**config.mk**
```make
export PLATFORM = sky130hd
export DESIGN_NAME = scc_top
export DESIGN_NICKNAME = d
export VERILOG_FILES = /design/src/scc_pkg.sv /design/src/scc_top.sv
export VERILOG_INCLUDE_DIRS = /design/src
export SDC_FILE = /design/constraint.sdc
export NUM_CORES = 2
export LEC_CHECK = 0
export BUFFER_PORTS_ARGS = -buffer_cell sky130_fd_sc_hd__buf_2
export CAP_MARGIN = 40
export CORE_ASPECT_RATIO = 2
export CORE_UTILIZATION = 25
export CTS_CLUSTER_DIAMETER = 50
export DETAILED_ROUTE_END_ITERATION = 8
export PLACE_DENSITY_LB_ADDON = 0.3
export REMOVE_ABC_BUFFERS = 1
export SLEW_MARGIN = 20
export SYNTH_ARGS = -nofsm -noshare
export SYNTH_HDL_FRONTEND = slang
export SYNTH_SLANG_ARGS = --single-unit
```
**constraint.sdc**
```tcl
create_clock -name aclk -period 2.5 [get_ports aclk]
set_clock_uncertainty 0.15 [all_clocks]
set_input_delay 0.125 -clock aclk [delete_from_list [all_inputs] [get_ports aclk]]
set_output_delay 0.125 -clock aclk [all_outputs]
set_load 0.05 [all_outputs]
```
**src/scc_cfg.svh**
```systemverilog
`ifndef SCC_CFG_SVH
`define SCC_CFG_SVH
`define SCC_NCH 16
`define SCC_NPAIR 8
`define SCC_NTMR 2
`define SCC_TW 16
`define SCC_AW 8
`define SCC_OFF_TCTRL 8'h00
`define SCC_OFF_T0CNT 8'h04
`define SCC_OFF_T0REL 8'h08
`define SCC_T_STRIDE 8
`define SCC_OFF_DBL 8'h14
`define SCC_OFF_PINS 8'h18
`define SCC_REG_GLB 2'h0
`define SCC_REG_CFG 2'h1
`define SCC_REG_VAL 2'h2
`define SCC_RG_HI 7
`define SCC_RG_LO 6
`define SCC_IX_HI 5
`define SCC_IX_LO 2
`define SCC_TC_STRIDE 8
`define SCC_TC_W 4
`define SCC_TC_STAG 16
`define SCC_TC_BITS 17
`define SCC_CFG_W 7
`define SCC_PRE_W 9
`define SCC_DIV8_B 3
`define SCC_DIV64_B 6
`define SCC_DIV512_B 9
`define SCC_RESP_OK 2'h0
`define SCC_RESP_ERR 2'h2
`endif

```
**src/scc_pkg.sv**
```systemverilog
`default_nettype none
package scc_pkg;
   typedef enum logic [2:0] {
      SCC_OFF = 3'h0,
      SCC_CAP = 3'h1,
      SCC_CMP0 = 3'h2,
      SCC_CMP1 = 3'h3,
      SCC_CMP2 = 3'h4,
      SCC_CMP3 = 3'h5
   } scc_mode_e;
   typedef enum logic [2:0] {
      SCC_DIV1 = 3'h0,
      SCC_DIV8 = 3'h1,
      SCC_DIV64 = 3'h2,
      SCC_DIV512 = 3'h3,
      SCC_GPT = 3'h4,
      SCC_EXT = 3'h5
   } scc_src_e;
   typedef struct packed {
      logic single;
      logic tsel;
      logic [1:0] edge_sel;
      scc_mode_e mode;
   } scc_ch_cfg_s;
   typedef struct packed {
      scc_src_e src;
      logic run;
   } scc_tmr_cfg_s;
endpackage
`default_nettype wire

```
**src/scc_top.sv**
```systemverilog
// Contract
// - sixteen capture/compare channels, one system clock resolution normally.
// - staggered operation coarsens timer resolution to eight system clocks.
// - two independent 16-bit timers, each with its own reload register.
// - timer clock chosen from prescaled system clock or general timer pulse.
// - timers may count external count input edges.
// - each channel picks its timer and capture or compare operation.
// - one pin per channel: capture input or compare output.
// - capture event copies assigned timer count into channel register.
// - each capture raises that channel's interrupt request.
// - capture edge selectable rising, falling or both.
// - compare channels checked each timer step; match runs mode action.
// - mode 0 interrupt only, many per period.
// - mode 1 toggles pin on each match, many per period.
// - mode 2 interrupt only, at most one per period.
// - mode 3 sets pin on match, clears on overflow, once per period.
// - double register: two channels share a pin, toggling on either match.
// - single event option stops a compare channel after its first match; capture channels keep capturing.
`timescale 1ns/10ps
`include "scc_cfg.svh"
`default_nettype none
module scc_top (
   input wire logic aclk,
   input wire logic aresetn,
   input wire logic ce,
   input wire logic [`SCC_AW-1:0] s_axi_awaddr,
   input wire logic s_axi_awvalid,
   output logic s_axi_awready,
   input wire logic [31:0] s_axi_wdata,
   input wire logic [3:0] s_axi_wstrb,
   input wire logic s_axi_wvalid,
   output logic s_axi_wready,
   output logic [1:0] s_axi_bresp,
   output logic s_axi_bvalid,
   input wire logic s_axi_bready,
   input wire logic [`SCC_AW-1:0] s_axi_araddr,
   input wire logic s_axi_arvalid,
   output logic s_axi_arready,
   output logic [31:0] s_axi_rdata,
   output logic [1:0] s_axi_rresp,
   output logic s_axi_rvalid,
   input wire logic s_axi_rready,
   input wire logic gpt_ovf_pulse,
   input wire logic [`SCC_NTMR-1:0] ext_count_in,
   input wire logic [`SCC_NCH-1:0] cc_pin_in,
   output logic [`SCC_NCH-1:0] cc_pin_out,
   output logic [`SCC_NCH-1:0] cc_pin_oe_n,
   output logic [`SCC_NCH-1:0] cc_irq_req
);
   // ----------------------------------------------------------------
   // bus slave
   // ----------------------------------------------------------------
   logic [`SCC_AW-1:0] aw_addr_ff;
   logic aw_full_ff;
   logic [31:0] w_data_ff;
   logic [3:0] w_strb_ff;
   logic w_full_ff;
   logic awready_ff, wready_ff, bvalid_ff, arready_ff, rvalid_ff, w_map, r_map;
   logic [1:0] bresp_ff, rresp_ff;
   logic [31:0] rdata_ff, rd_data;

   wire aw_hs = s_axi_awvalid & awready_ff;
   wire w_hs = s_axi_wvalid & wready_ff;
   wire wr_do = aw_full_ff & w_full_ff & ~bvalid_ff;
   wire ar_hs = s_axi_arvalid & arready_ff;
   wire nxt_aw_full = aw_hs | (aw_full_ff & ~wr_do);
   wire nxt_w_full = w_hs | (w_full_ff & ~wr_do);
   wire nxt_rvalid = ar_hs | (rvalid_ff & ~s_axi_rready);

   always_ff @(posedge aclk)
   begin
      if (!aresetn)
      begin
         aw_full_ff <= 1'b0;
         w_full_ff <= 1'b0;
         awready_ff <= 1'b0;
         wready_ff <= 1'b0;
         arready_ff <= 1'b0;
         rvalid_ff <= 1'b0;
      end
      else if (ce)
      begin
         aw_full_ff <= nxt_aw_full;
         w_full_ff <= nxt_w_full;
         awready_ff <= ~nxt_aw_full;
         wready_ff <= ~nxt_w_full;
         arready_ff <= ~nxt_rvalid;
         rvalid_ff <= nxt_rvalid;
      end
   end

   always_ff @(posedge aclk)
   begin
      if (!aresetn)
      begin
         aw_addr_ff <= '0;
         w_data_ff <= '0;
         w_strb_ff <= '0;
         bvalid_ff <= 1'b0;
         bresp_ff <= `SCC_RESP_OK;
         rdata_ff <= '0;
         rresp_ff <= `SCC_RESP_OK;
      end
      else if (ce)
      begin
         if (aw_hs)
            aw_addr_ff <= s_axi_awaddr;
         if (w_hs)
         begin
            w_data_ff <= s_axi_wdata;
            w_strb_ff <= s_axi_wstrb;
         end
         if (wr_do)
         begin
            bvalid_ff <= 1'b1;
            bresp_ff <= w_map ? `SCC_RESP_OK : `SCC_RESP_ERR;
         end
         else if (s_axi_bready)
            bvalid_ff <= 1'b0;
         if (ar_hs)
         begin
            rdata_ff <= rd_data;
            rresp_ff <= r_map ? `SCC_RESP_OK : `SCC_RESP_ERR;
         end
      end
   end

   assign s_axi_awready = awready_ff;
   assign s_axi_wready = wready_ff;
   assign s_axi_bvalid = bvalid_ff;
   assign s_axi_bresp = bresp_ff;
   assign s_axi_arready = arready_ff;
   assign s_axi_rvalid = rvalid_ff;
   assign s_axi_rdata = rdata_ff;
   assign s_axi_rresp = rresp_ff;

   // ----------------------------------------------------------------
   // address decode and byte lanes
   // ----------------------------------------------------------------
   wire [1:0] w_reg = aw_addr_ff[`SCC_RG_HI:`SCC_RG_LO];
   wire [3:0] w_idx = aw_addr_ff[`SCC_IX_HI:`SCC_IX_LO];
   wire [`SCC_AW-1:0] w_off = {aw_addr_ff[`SCC_AW-1:`SCC_IX_LO], 2'h0};
   wire [31:0] wmask = {{8{w_strb_ff[3]}}, {8{w_strb_ff[2]}}, {8{w_strb_ff[1]}}, {8{w_strb_ff[0]}}};
   wire w_glb = wr_do & (w_reg == `SCC_REG_GLB);
   wire wr_tctrl = w_glb & (w_off == `SCC_OFF_TCTRL);
   wire wr_dbl = w_glb & (w_off == `SCC_OFF_DBL);
   assign w_map = (w_reg == `SCC_REG_CFG) | (w_reg == `SCC_REG_VAL) | glb_hit(w_off);

   wire [1:0] r_reg = s_axi_araddr[`SCC_RG_HI:`SCC_RG_LO];
   wire [3:0] r_idx = s_axi_araddr[`SCC_IX_HI:`SCC_IX_LO];
   wire [`SCC_AW-1:0] r_off = {s_axi_araddr[`SCC_AW-1:`SCC_IX_LO], 2'h0};
   assign r_map = (r_reg == `SCC_REG_CFG) | (r_reg == `SCC_REG_VAL) | glb_hit(r_off);

   function automatic logic glb_hit(input logic [`SCC_AW-1:0] off);
      glb_hit = (off <= `SCC_OFF_PINS);
   endfunction

   function automatic logic [31:0] merge(input logic [31:0] old, input logic [31:0] d, input logic [31:0] m);
      merge = (old & ~m) | (d & m);
   endfunction

   // ----------------------------------------------------------------
   // global control
   // ----------------------------------------------------------------
   logic [`SCC_TC_BITS-1:0] tctrl_ff;
   logic [`SCC_NPAIR-1:0] dbl_ff;
   logic [`SCC_PRE_W-1:0] pre_ff;
   logic gpt_prev_ff;

   always_ff @(posedge aclk)
   begin
      if (!aresetn)
      begin
         tctrl_ff <= '0;
         dbl_ff <= '0;
         pre_ff <= '0;
         gpt_prev_ff <= 1'b0;
      end
      else if (ce)
      begin
         if (wr_tctrl)
            tctrl_ff <= `SCC_TC_BITS'(merge(32'(tctrl_ff), w_data_ff, wmask));
         if (wr_dbl)
            dbl_ff <= `SCC_NPAIR'(merge(32'(dbl_ff), w_data_ff, wmask));
         pre_ff <= pre_ff + 1'b1;
         gpt_prev_ff <= gpt_ovf_pulse;
      end
   end

   wire stag = tctrl_ff[`SCC_TC_STAG];
   wire hit8 = (pre_ff[`SCC_DIV8_B-1:0] == '0);
   wire hit64 = (pre_ff[`SCC_DIV64_B-1:0] == '0);
   wire hit512 = (pre_ff[`SCC_DIV512_B-1:0] == '0);
   // the general timer flags each overflow with a pulse; count its rising edge only
   wire gpt_hit = gpt_ovf_pulse & ~gpt_prev_ff;

   // ----------------------------------------------------------------
   // time bases
   // ----------------------------------------------------------------
   wire [`SCC_TW-1:0] tcnt [`SCC_NTMR];
   wire [`SCC_TW-1:0] trel [`SCC_NTMR];
   wire [`SCC_NTMR-1:0] tfresh;
   wire [`SCC_NTMR-1:0] tovf;

   genvar t;
   generate
      for (t = 0; t < `SCC_NTMR; t++)
      begin : g_tmr
         localparam logic [`SCC_AW-1:0] CNT_OFF = 8'(`SCC_OFF_T0CNT + t * `SCC_T_STRIDE);
         localparam logic [`SCC_AW-1:0] REL_OFF = 8'(`SCC_OFF_T0REL + t * `SCC_T_STRIDE);
         scc_pkg::scc_tmr_cfg_s tcfg;
         logic [`SCC_TW-1:0] cnt_ff, rel_ff;
         logic ovf_ff, fresh_ff, ext_prev_ff, src_hit;
         wire wr_cnt = w_glb & (w_off == CNT_OFF);
         wire wr_rel = w_glb & (w_off == REL_OFF);
         wire ext_hit = ext_count_in[t] & ~ext_prev_ff;
         wire tick = tcfg.run & src_hit;
         wire wrap = (cnt_ff == {`SCC_TW{1'b1}});

         assign tcfg = scc_pkg::scc_tmr_cfg_s'(tctrl_ff[t*`SCC_TC_STRIDE +: `SCC_TC_W]);

         always_comb
         begin
            unique case (tcfg.src)
               scc_pkg::SCC_DIV1: src_hit = stag ? hit8 : 1'b1;
               scc_pkg::SCC_DIV8: src_hit = hit8;
               scc_pkg::SCC_DIV64: src_hit = hit64;
               scc_pkg::SCC_DIV512: src_hit = hit512;
               scc_pkg::SCC_GPT: src_hit = gpt_hit;
               scc_pkg::SCC_EXT: src_hit = ext_hit;
               default: src_hit = 1'b0;
            endcase
         end

         always_ff @(posedge aclk)
         begin
            if (!aresetn)
            begin
               cnt_ff <= '0;
               rel_ff <= '0;
               ovf_ff <= 1'b0;
               fresh_ff <= 1'b0;
               ext_prev_ff <= 1'b0;
            end
            else if (ce)
            begin
               ext_prev_ff <= ext_count_in[t];
               ovf_ff <= tick & wrap & ~wr_cnt;
               fresh_ff <= tick & ~wr_cnt;
               if (wr_rel)
                  rel_ff <= `SCC_TW'(merge(32'(rel_ff), w_data_ff, wmask));
               if (wr_cnt)
                  cnt_ff <= `SCC_TW'(merge(32'(cnt_ff), w_data_ff, wmask));
               else if (tick)
                  cnt_ff <= wrap ? rel_ff : cnt_ff + 1'b1;
            end
         end

         assign tcnt[t] = cnt_ff;
         assign trel[t] = rel_ff;
         assign tfresh[t] = fresh_ff;
         assign tovf[t] = ovf_ff;
      end
   endgenerate

   // ----------------------------------------------------------------
   // capture/compare channels
   // ----------------------------------------------------------------
   wire [`SCC_CFG_W-1:0] cfg_w [`SCC_NCH];
   wire [`SCC_TW-1:0] val_w [`SCC_NCH];
   wire [`SCC_NCH-1:0] match_w;

   genvar i;
   generate
      for (i = 0; i < `SCC_NCH; i++)
      begin : g_ch
         scc_pkg::scc_ch_cfg_s cfg_ff;
         logic [`SCC_TW-1:0] val_ff;
         logic prev_ff, pin_ff, oe_n_ff, irq_ff, spent_ff, done_ff;
         logic dbl_own, dbl_sub, peer;
         wire [`SCC_TW-1:0] tv = tcnt[cfg_ff.tsel];
         wire md_cap = (cfg_ff.mode == scc_pkg::SCC_CAP);
         wire md_c1 = (cfg_ff.mode == scc_pkg::SCC_CMP1);
         wire md_c3 = (cfg_ff.mode == scc_pkg::SCC_CMP3);
         wire once = (cfg_ff.mode == scc_pkg::SCC_CMP2) | md_c3;
         wire is_cmp = (cfg_ff.mode == scc_pkg::SCC_CMP0) | md_c1 | once;
         wire ovf = tovf[cfg_ff.tsel];
         // only a fresh timer step counts, so a stopped timer cannot match every cycle
         wire match = is_cmp & tfresh[cfg_ff.tsel] & (tv == val_ff) & ~spent_ff & ~(once & done_ff);
         wire rise = cc_pin_in[i] & ~prev_ff;
         wire fall = ~cc_pin_in[i] & prev_ff;
         wire cap = md_cap & ((cfg_ff.edge_sel[0] & rise) | (cfg_ff.edge_sel[1] & fall));
         wire wr_cfg = wr_do & (w_reg == `SCC_REG_CFG) & (w_idx == i);
         wire wr_val = wr_do & (w_reg == `SCC_REG_VAL) & (w_idx == i);
         wire tgl = dbl_own ? (match | peer) : (md_c1 & match);
         wire set3 = ~dbl_own & md_c3 & match;
         wire clr3 = ~dbl_own & md_c3 & ovf;
         wire drive = ~dbl_sub & (dbl_own | md_c1 | md_c3);

         if (i < `SCC_NPAIR)
         begin : g_pri
            assign dbl_own = dbl_ff[i];
            assign dbl_sub = 1'b0;
            assign peer = match_w[i+`SCC_NPAIR];
         end
         else
         begin : g_sec
            assign dbl_own = 1'b0;
            assign dbl_sub = dbl_ff[i-`SCC_NPAIR];
            assign peer = 1'b0;
         end

         always_ff @(posedge aclk)
         begin
            if (!aresetn)
            begin
               cfg_ff <= '0;
               val_ff <= '0;
               prev_ff <= 1'b0;
               pin_ff <= 1'b0;
               oe_n_ff <= 1'b1;
               irq_ff <= 1'b0;
               spent_ff <= 1'b0;
               done_ff <= 1'b0;
            end
            else if (ce)
            begin
               prev_ff <= cc_pin_in[i];
               if (wr_cfg)
                  cfg_ff <= scc_pkg::scc_ch_cfg_s'(`SCC_CFG_W'(merge(32'(cfg_ff), w_data_ff, wmask)));
               if (cap)
                  val_ff <= tv;
               else if (wr_val)
                  val_ff <= `SCC_TW'(merge(32'(val_ff), w_data_ff, wmask));
               // new event beats a reconfiguration in the same cycle
               spent_ff <= (match & cfg_ff.single) | (spent_ff & ~wr_cfg);
               done_ff <= match | (done_ff & ~ovf);
               irq_ff <= cap | match;
               oe_n_ff <= ~drive;
               if (tgl)
                  pin_ff <= ~pin_ff;
               else if (set3)
                  pin_ff <= 1'b1;
               else if (clr3)
                  pin_ff <= 1'b0;
            end
         end

         assign match_w[i] = match;
         assign cfg_w[i] = cfg_ff;
         assign val_w[i] = val_ff;
         assign cc_pin_out[i] = pin_ff;
         assign cc_pin_oe_n[i] = oe_n_ff;
         assign cc_irq_req[i] = irq_ff;
      end
   endgenerate

   // ----------------------------------------------------------------
   // read selection
   // ----------------------------------------------------------------
   wire [31:0] glb_rd =
      (r_off == `SCC_OFF_TCTRL) ? 32'(tctrl_ff) :
      (r_off == `SCC_OFF_T0CNT) ? 32'(tcnt[0]) :
      (r_off == `SCC_OFF_T0REL) ? 32'(trel[0]) :
      (r_off == 8'(`SCC_OFF_T0CNT + `SCC_T_STRIDE)) ? 32'(tcnt[1]) :
      (r_off == 8'(`SCC_OFF_T0REL + `SCC_T_STRIDE)) ? 32'(trel[1]) :
      (r_off == `SCC_OFF_DBL) ? 32'(dbl_ff) :
      (r_off == `SCC_OFF_PINS) ? {cc_pin_in, cc_pin_out} : '0;
   assign rd_data =
      ~r_map ? '0 :
      (r_reg == `SCC_REG_CFG) ? 32'(cfg_w[r_idx]) :
      (r_reg == `SCC_REG_VAL) ? 32'(val_w[r_idx]) : glb_rd;
endmodule
`default_nettype wire

```
# Word level (Yosys, flattened, before mapping)
# Index checks and enable logic that the tools add are counted.
[word_totals] ff_bits=640 in_bits=79 word_cells=1436
[classes] add_sub_neg=3 magnitude_cmp=35 eq_ne=138 n_mux=229 bitwise_logic=725 n_reduce_logical=103
[ops] operator="16-bit 2-to-1 mux" n=88
[ops] operator="1-bit AND" n=332
[ops] operator="16-bit AND" n=20
[ops] operator="32-bit 2-to-1 mux" n=10
[ops] operator="16-bit bitwise OR" n=20
[ops] operator="16-bit equality test" n=16
[ops] operator="1-bit bitwise OR" n=151
[ops] operator="1-bit NOT" n=147
[ops] operator="1-bit 2-to-1 mux" n=123
[ops] operator="2-bit AND reduction" n=59
[ops] operator="7-bit AND" n=16
[ops] operator="7-bit bitwise OR" n=16
[ops] operator="3-bit by 2-bit equality test with 1-bit output (second input constant)" n=36
[ops] operator="3-bit equality test (second input constant)" n=36
[ops] operator="16-bit binary-select mux with 4-bit select" n=1
[ops] operator="3-bit by 1-bit equality test with 1-bit output (second input constant)" n=18
[ops] operator="3-bit nonzero test" n=16
[ops] operator="2-bit nonzero test" n=19
[ops] operator="17-bit AND" n=2
[ops] operator="16-bit by 1-bit adder with 16-bit output (second input constant)" n=2
[ops] operator="16-bit equality test (second input constant)" n=2
[ops] operator="4-bit equality test (second input constant)" n=8
[ops] operator="2-bit >= comparator (second input constant)" n=16
[ops] operator="1-bit by 2-bit less-than comparator with 1-bit output (second input constant)" n=16
[ops] operator="other kinds (27)" n=63

# Logic depth before layout (Yosys ltp)
[depth] ltp_word=12 depth_mapped=11

# Worst setup path after synthesis
# Ideal clock, no wire load.
[synth_timing] path_kind="register to register" from="register with a tool-made name" to="register g_ch[3].pin_ff" setup_time_ns=0.115 arrival_ns=2.460 t_required_ns=2.235 setup_slack_ns=-0.225 stages_incl_launch_ff=11 n_path_buf=2 period_less_slack_ns=2.725 cell_sequence="dfxtp_1 clkbuf_1 inv_1 ha_1 a2111o_1 nor4_1 and4_1 and3_1 clkbuf_1 mux2_2 o21a_1"
[synth_rtl] element="to (signal assigned)" line_no="scc_top.sv:341" source="pin_ff <= ~pin_ff;"
[synth_rtl] element="to (decl)" line_no="scc_top.sv:279" source="logic prev_ff, pin_ff, oe_n_ff, irq_ff, spent_ff, done_ff;"

==> results.toml <==
[outcome]
status = "finished, violations left"
violations = "DRC, setup timing"

[drt]
avgRoutedWirePerCell_um = 27.59
first_pass_iters = 9
vias_per_cell = 5.339
ant_nets = 0
first_iter_violations = 3257
dr_total_vias = 40509
drc = 4
wl_um = 209300

[sta]
rsz0062_at_grt = "yes"
fin_ws_ps = -168.1
setup_tns_ps = -989.9
fmax_mhz = 374.8
setup_violations = 22
worst_pin_slew_ps = 923.0
finalHoldViolations = 0
post-route-period-util = 1.067
relSlewSlack = 0.3847
layout_min_cycle_time_ps = 2668
slew_viol_final = 0

[synth]
synth_area_mm2 = 0.03914
netlist.area_leader.share = 0.3253
yosysTopAreaCell = "dfxtp_1"
synth-edff-count = 0
postSynthCellCount = 4736
yosys-top-cells-area = "dfxtp_1, mux2i_1, mux4_2"
synth.avg_cell_area_um2 = 8.264
synth_flop_cell = "dfxtp_1"
async_flop_share = 0
ys_types = 87
ys_warn_count = 0
ys_ff_latch = 636
seq_area_frac_synth = 0.3253

[final_layout]
fillCellCount = 15971
drive_gt1_frac = 0.3292
layout_commonest_cell = "buf_4"
fin_nets = 5567
areaGrowthSynthToFinish_pct = 42.09
final_cell_mix = "buf_4, nor2_1, dfxtp_1, a21oi_1, nand2_1"

[critical_path]
cp_slowest_cell = "or4_1"
critPathKind = "reg2reg"
reg2reg_to = "g_ch[2].pin_ff"
ff2ff_setup_slack_ps = -170
cp.arrival_ps = 3120
reg2reg_depth = 10
critical_path.cell_chain = "buf_12 -> buf_4 -> mux2i_2 -> xnor2_2 -> nor4_2 -> nand3_1 -> buf_4 -> o32a_1 -> or4_1 -> o21ai_2"
start_kind = "flip-flop"
crit_required_ps = 2950
end_kind = "flip-flop"
worst_path_largest_cell_delay_ps = 420
path_common_cell = "buf_4"
crit_fanout = 6

[clocking]
clk_pin_slew_ps = 70
cts_buffer_depth = 3
cts-buffers-inserted = 67
htreeDepth = 3
clock-root-buffer = "clkbuf_16"
clock-sinks = 636
cts_tree = "yes"
clk_latency_ps = 670

[floorplan]
die_area_mm2 = 0.1582
start_util = 0.2514
row_count = 205
die_h_um = 561.6
io_pins = 168
coreArea_mm2 = 0.1557
die_w_um = 281.8

[power_and_ir_drop]
total_power_mw = 22.53
cellPowerDensity_mw_per_mm2 = 405.2
p_leak_nw = 19.84
ir_drop_mv = 0.4728

[worst_hold_path]
min_to = "s_axi_rresp[1]"
min-delay-path-class = "in2reg"
hp-start = "s_axi_araddr[4]"
hold_depth = 6

[global_routing]
overflow = 0
antenna_found_initial = 13
grt_pass1_wl_um = 289200
grt_max_degree = 69
grt_pass1_vias = 39079
track_usage = 0.2562

[placed_design]
place_hpwl_um = 159700
pre_cts_ws_ps = -341.3
portBuffers = 145
place_congestion = 1.013

[run]
cap_viol_max_count = 0
[critical path: cells and delay by family, from the launching register on]
family	cells	cell delay, ps
flip-flops	1	380
AND/OR/NAND/NOR	3	850
buffers and inverters	3	470
AO/OA/AOI/OAI	2	260
multiplexers	1	320
XOR/XNOR	1	160
[layout make-up]
type                            instances  area [µm²]  share of cell area
Multi-Input combinational cell       3573       27330              0.4914
Sequential cell                       636       12830              0.2308
Timing Repair Buffer                 1136       10410              0.1871
Tap cell                             2070        2590             0.04657
Clock buffer                           98        2038             0.03665
Clock inverter                         21       219.0            0.003937
Inverter                               47       183.9            0.003307
Antenna cell                            6       15.01           0.0002700
[layer usage]
layer | wire [µm] | GRT usage | share of wire
met2 | 102600 | 0.4427 | 0.49
met1 | 71260 | 0.2587 | 0.34
met5 | 75 | 0 | 0.00036
met4 | 24850 | 0.2534 | 0.12
met3 | 10520 | 0.03667 | 0.050
[where the power goes]
part	switching, mW	total (mW)	internal [mW]
sequential	0.0419	10.2	10.2
combinational	0.855	1.34	0.480
clock	4.91	11.0	6.09
total	5.80	22.5	16.7
[through the flow]
stage	instance area, µm²	cells	hold slack, ps	utilization
after floorplan	36960	4256	36.94	-
after global placement	48070	7290	219.3	0.3088
after detailed placement	48110	7293	218.5	0.3090
after CTS	52890	7527	25.72	0.3397
after global routing	55610	7586	117.1	0.3572
final	55610	7587	64.79	0.3572
[Yosys cell counts (71+ instances only)]
cell and instances:
mux2i_1 379, a21oi_1 498, xnor2_1 244, a211o_1 103, nor2_1 697, a211oi_1 186
dfxtp_1 636, nand3_1 121, nand2_1 429, o21ai_0 136, mux4_2 119, buf_4 71
clkbuf_1 325
[worst max path at each step]
stage | to | slack [ps] | startpoint
2_1_floorplan | flip-flop | -7030 | aresetn
3_3_place_gp | s_axi_rdata[1] | -340 | s_axi_araddr[2]
3_5_place_dp | g_ch[3].pin_ff | -340 | flip-flop
4_1_cts | g_ch[3].pin_ff | -220 | flip-flop
5_1_grt | g_ch[2].pin_ff | -250 | flip-flop
6_report | g_ch[2].pin_ff | -170 | flip-flop
[cell families after synthesis]
kind of cell / after synthesis / share of synthesized area
compound gates: 1136 / 0.1820
xor+xnor: 298 / 0.06669
buf+inv: 528 / 0.06032
simple gates: 1569 / 0.1791
other cells: 1 / 0.00009581
fa+ha+maj: 27 / 0.008631
mux: 541 / 0.1778
flops: 636 / 0.3253
[timing repair]
| action | 4_1_cts | 5_1_grt |
|---|---|---|
| buffers inserted | 37 | 58 |
| gates resized for setup | 286 | 434 |
| hold endpoints to repair | 117 | 0 |
| setup endpoints to repair | 78 | 133 |
| cloned | 4 | 4 |
| pin swaps | 66 | 119 |
| hold buffers | 78 | 0 |
(Power assumes the default switching activity.)
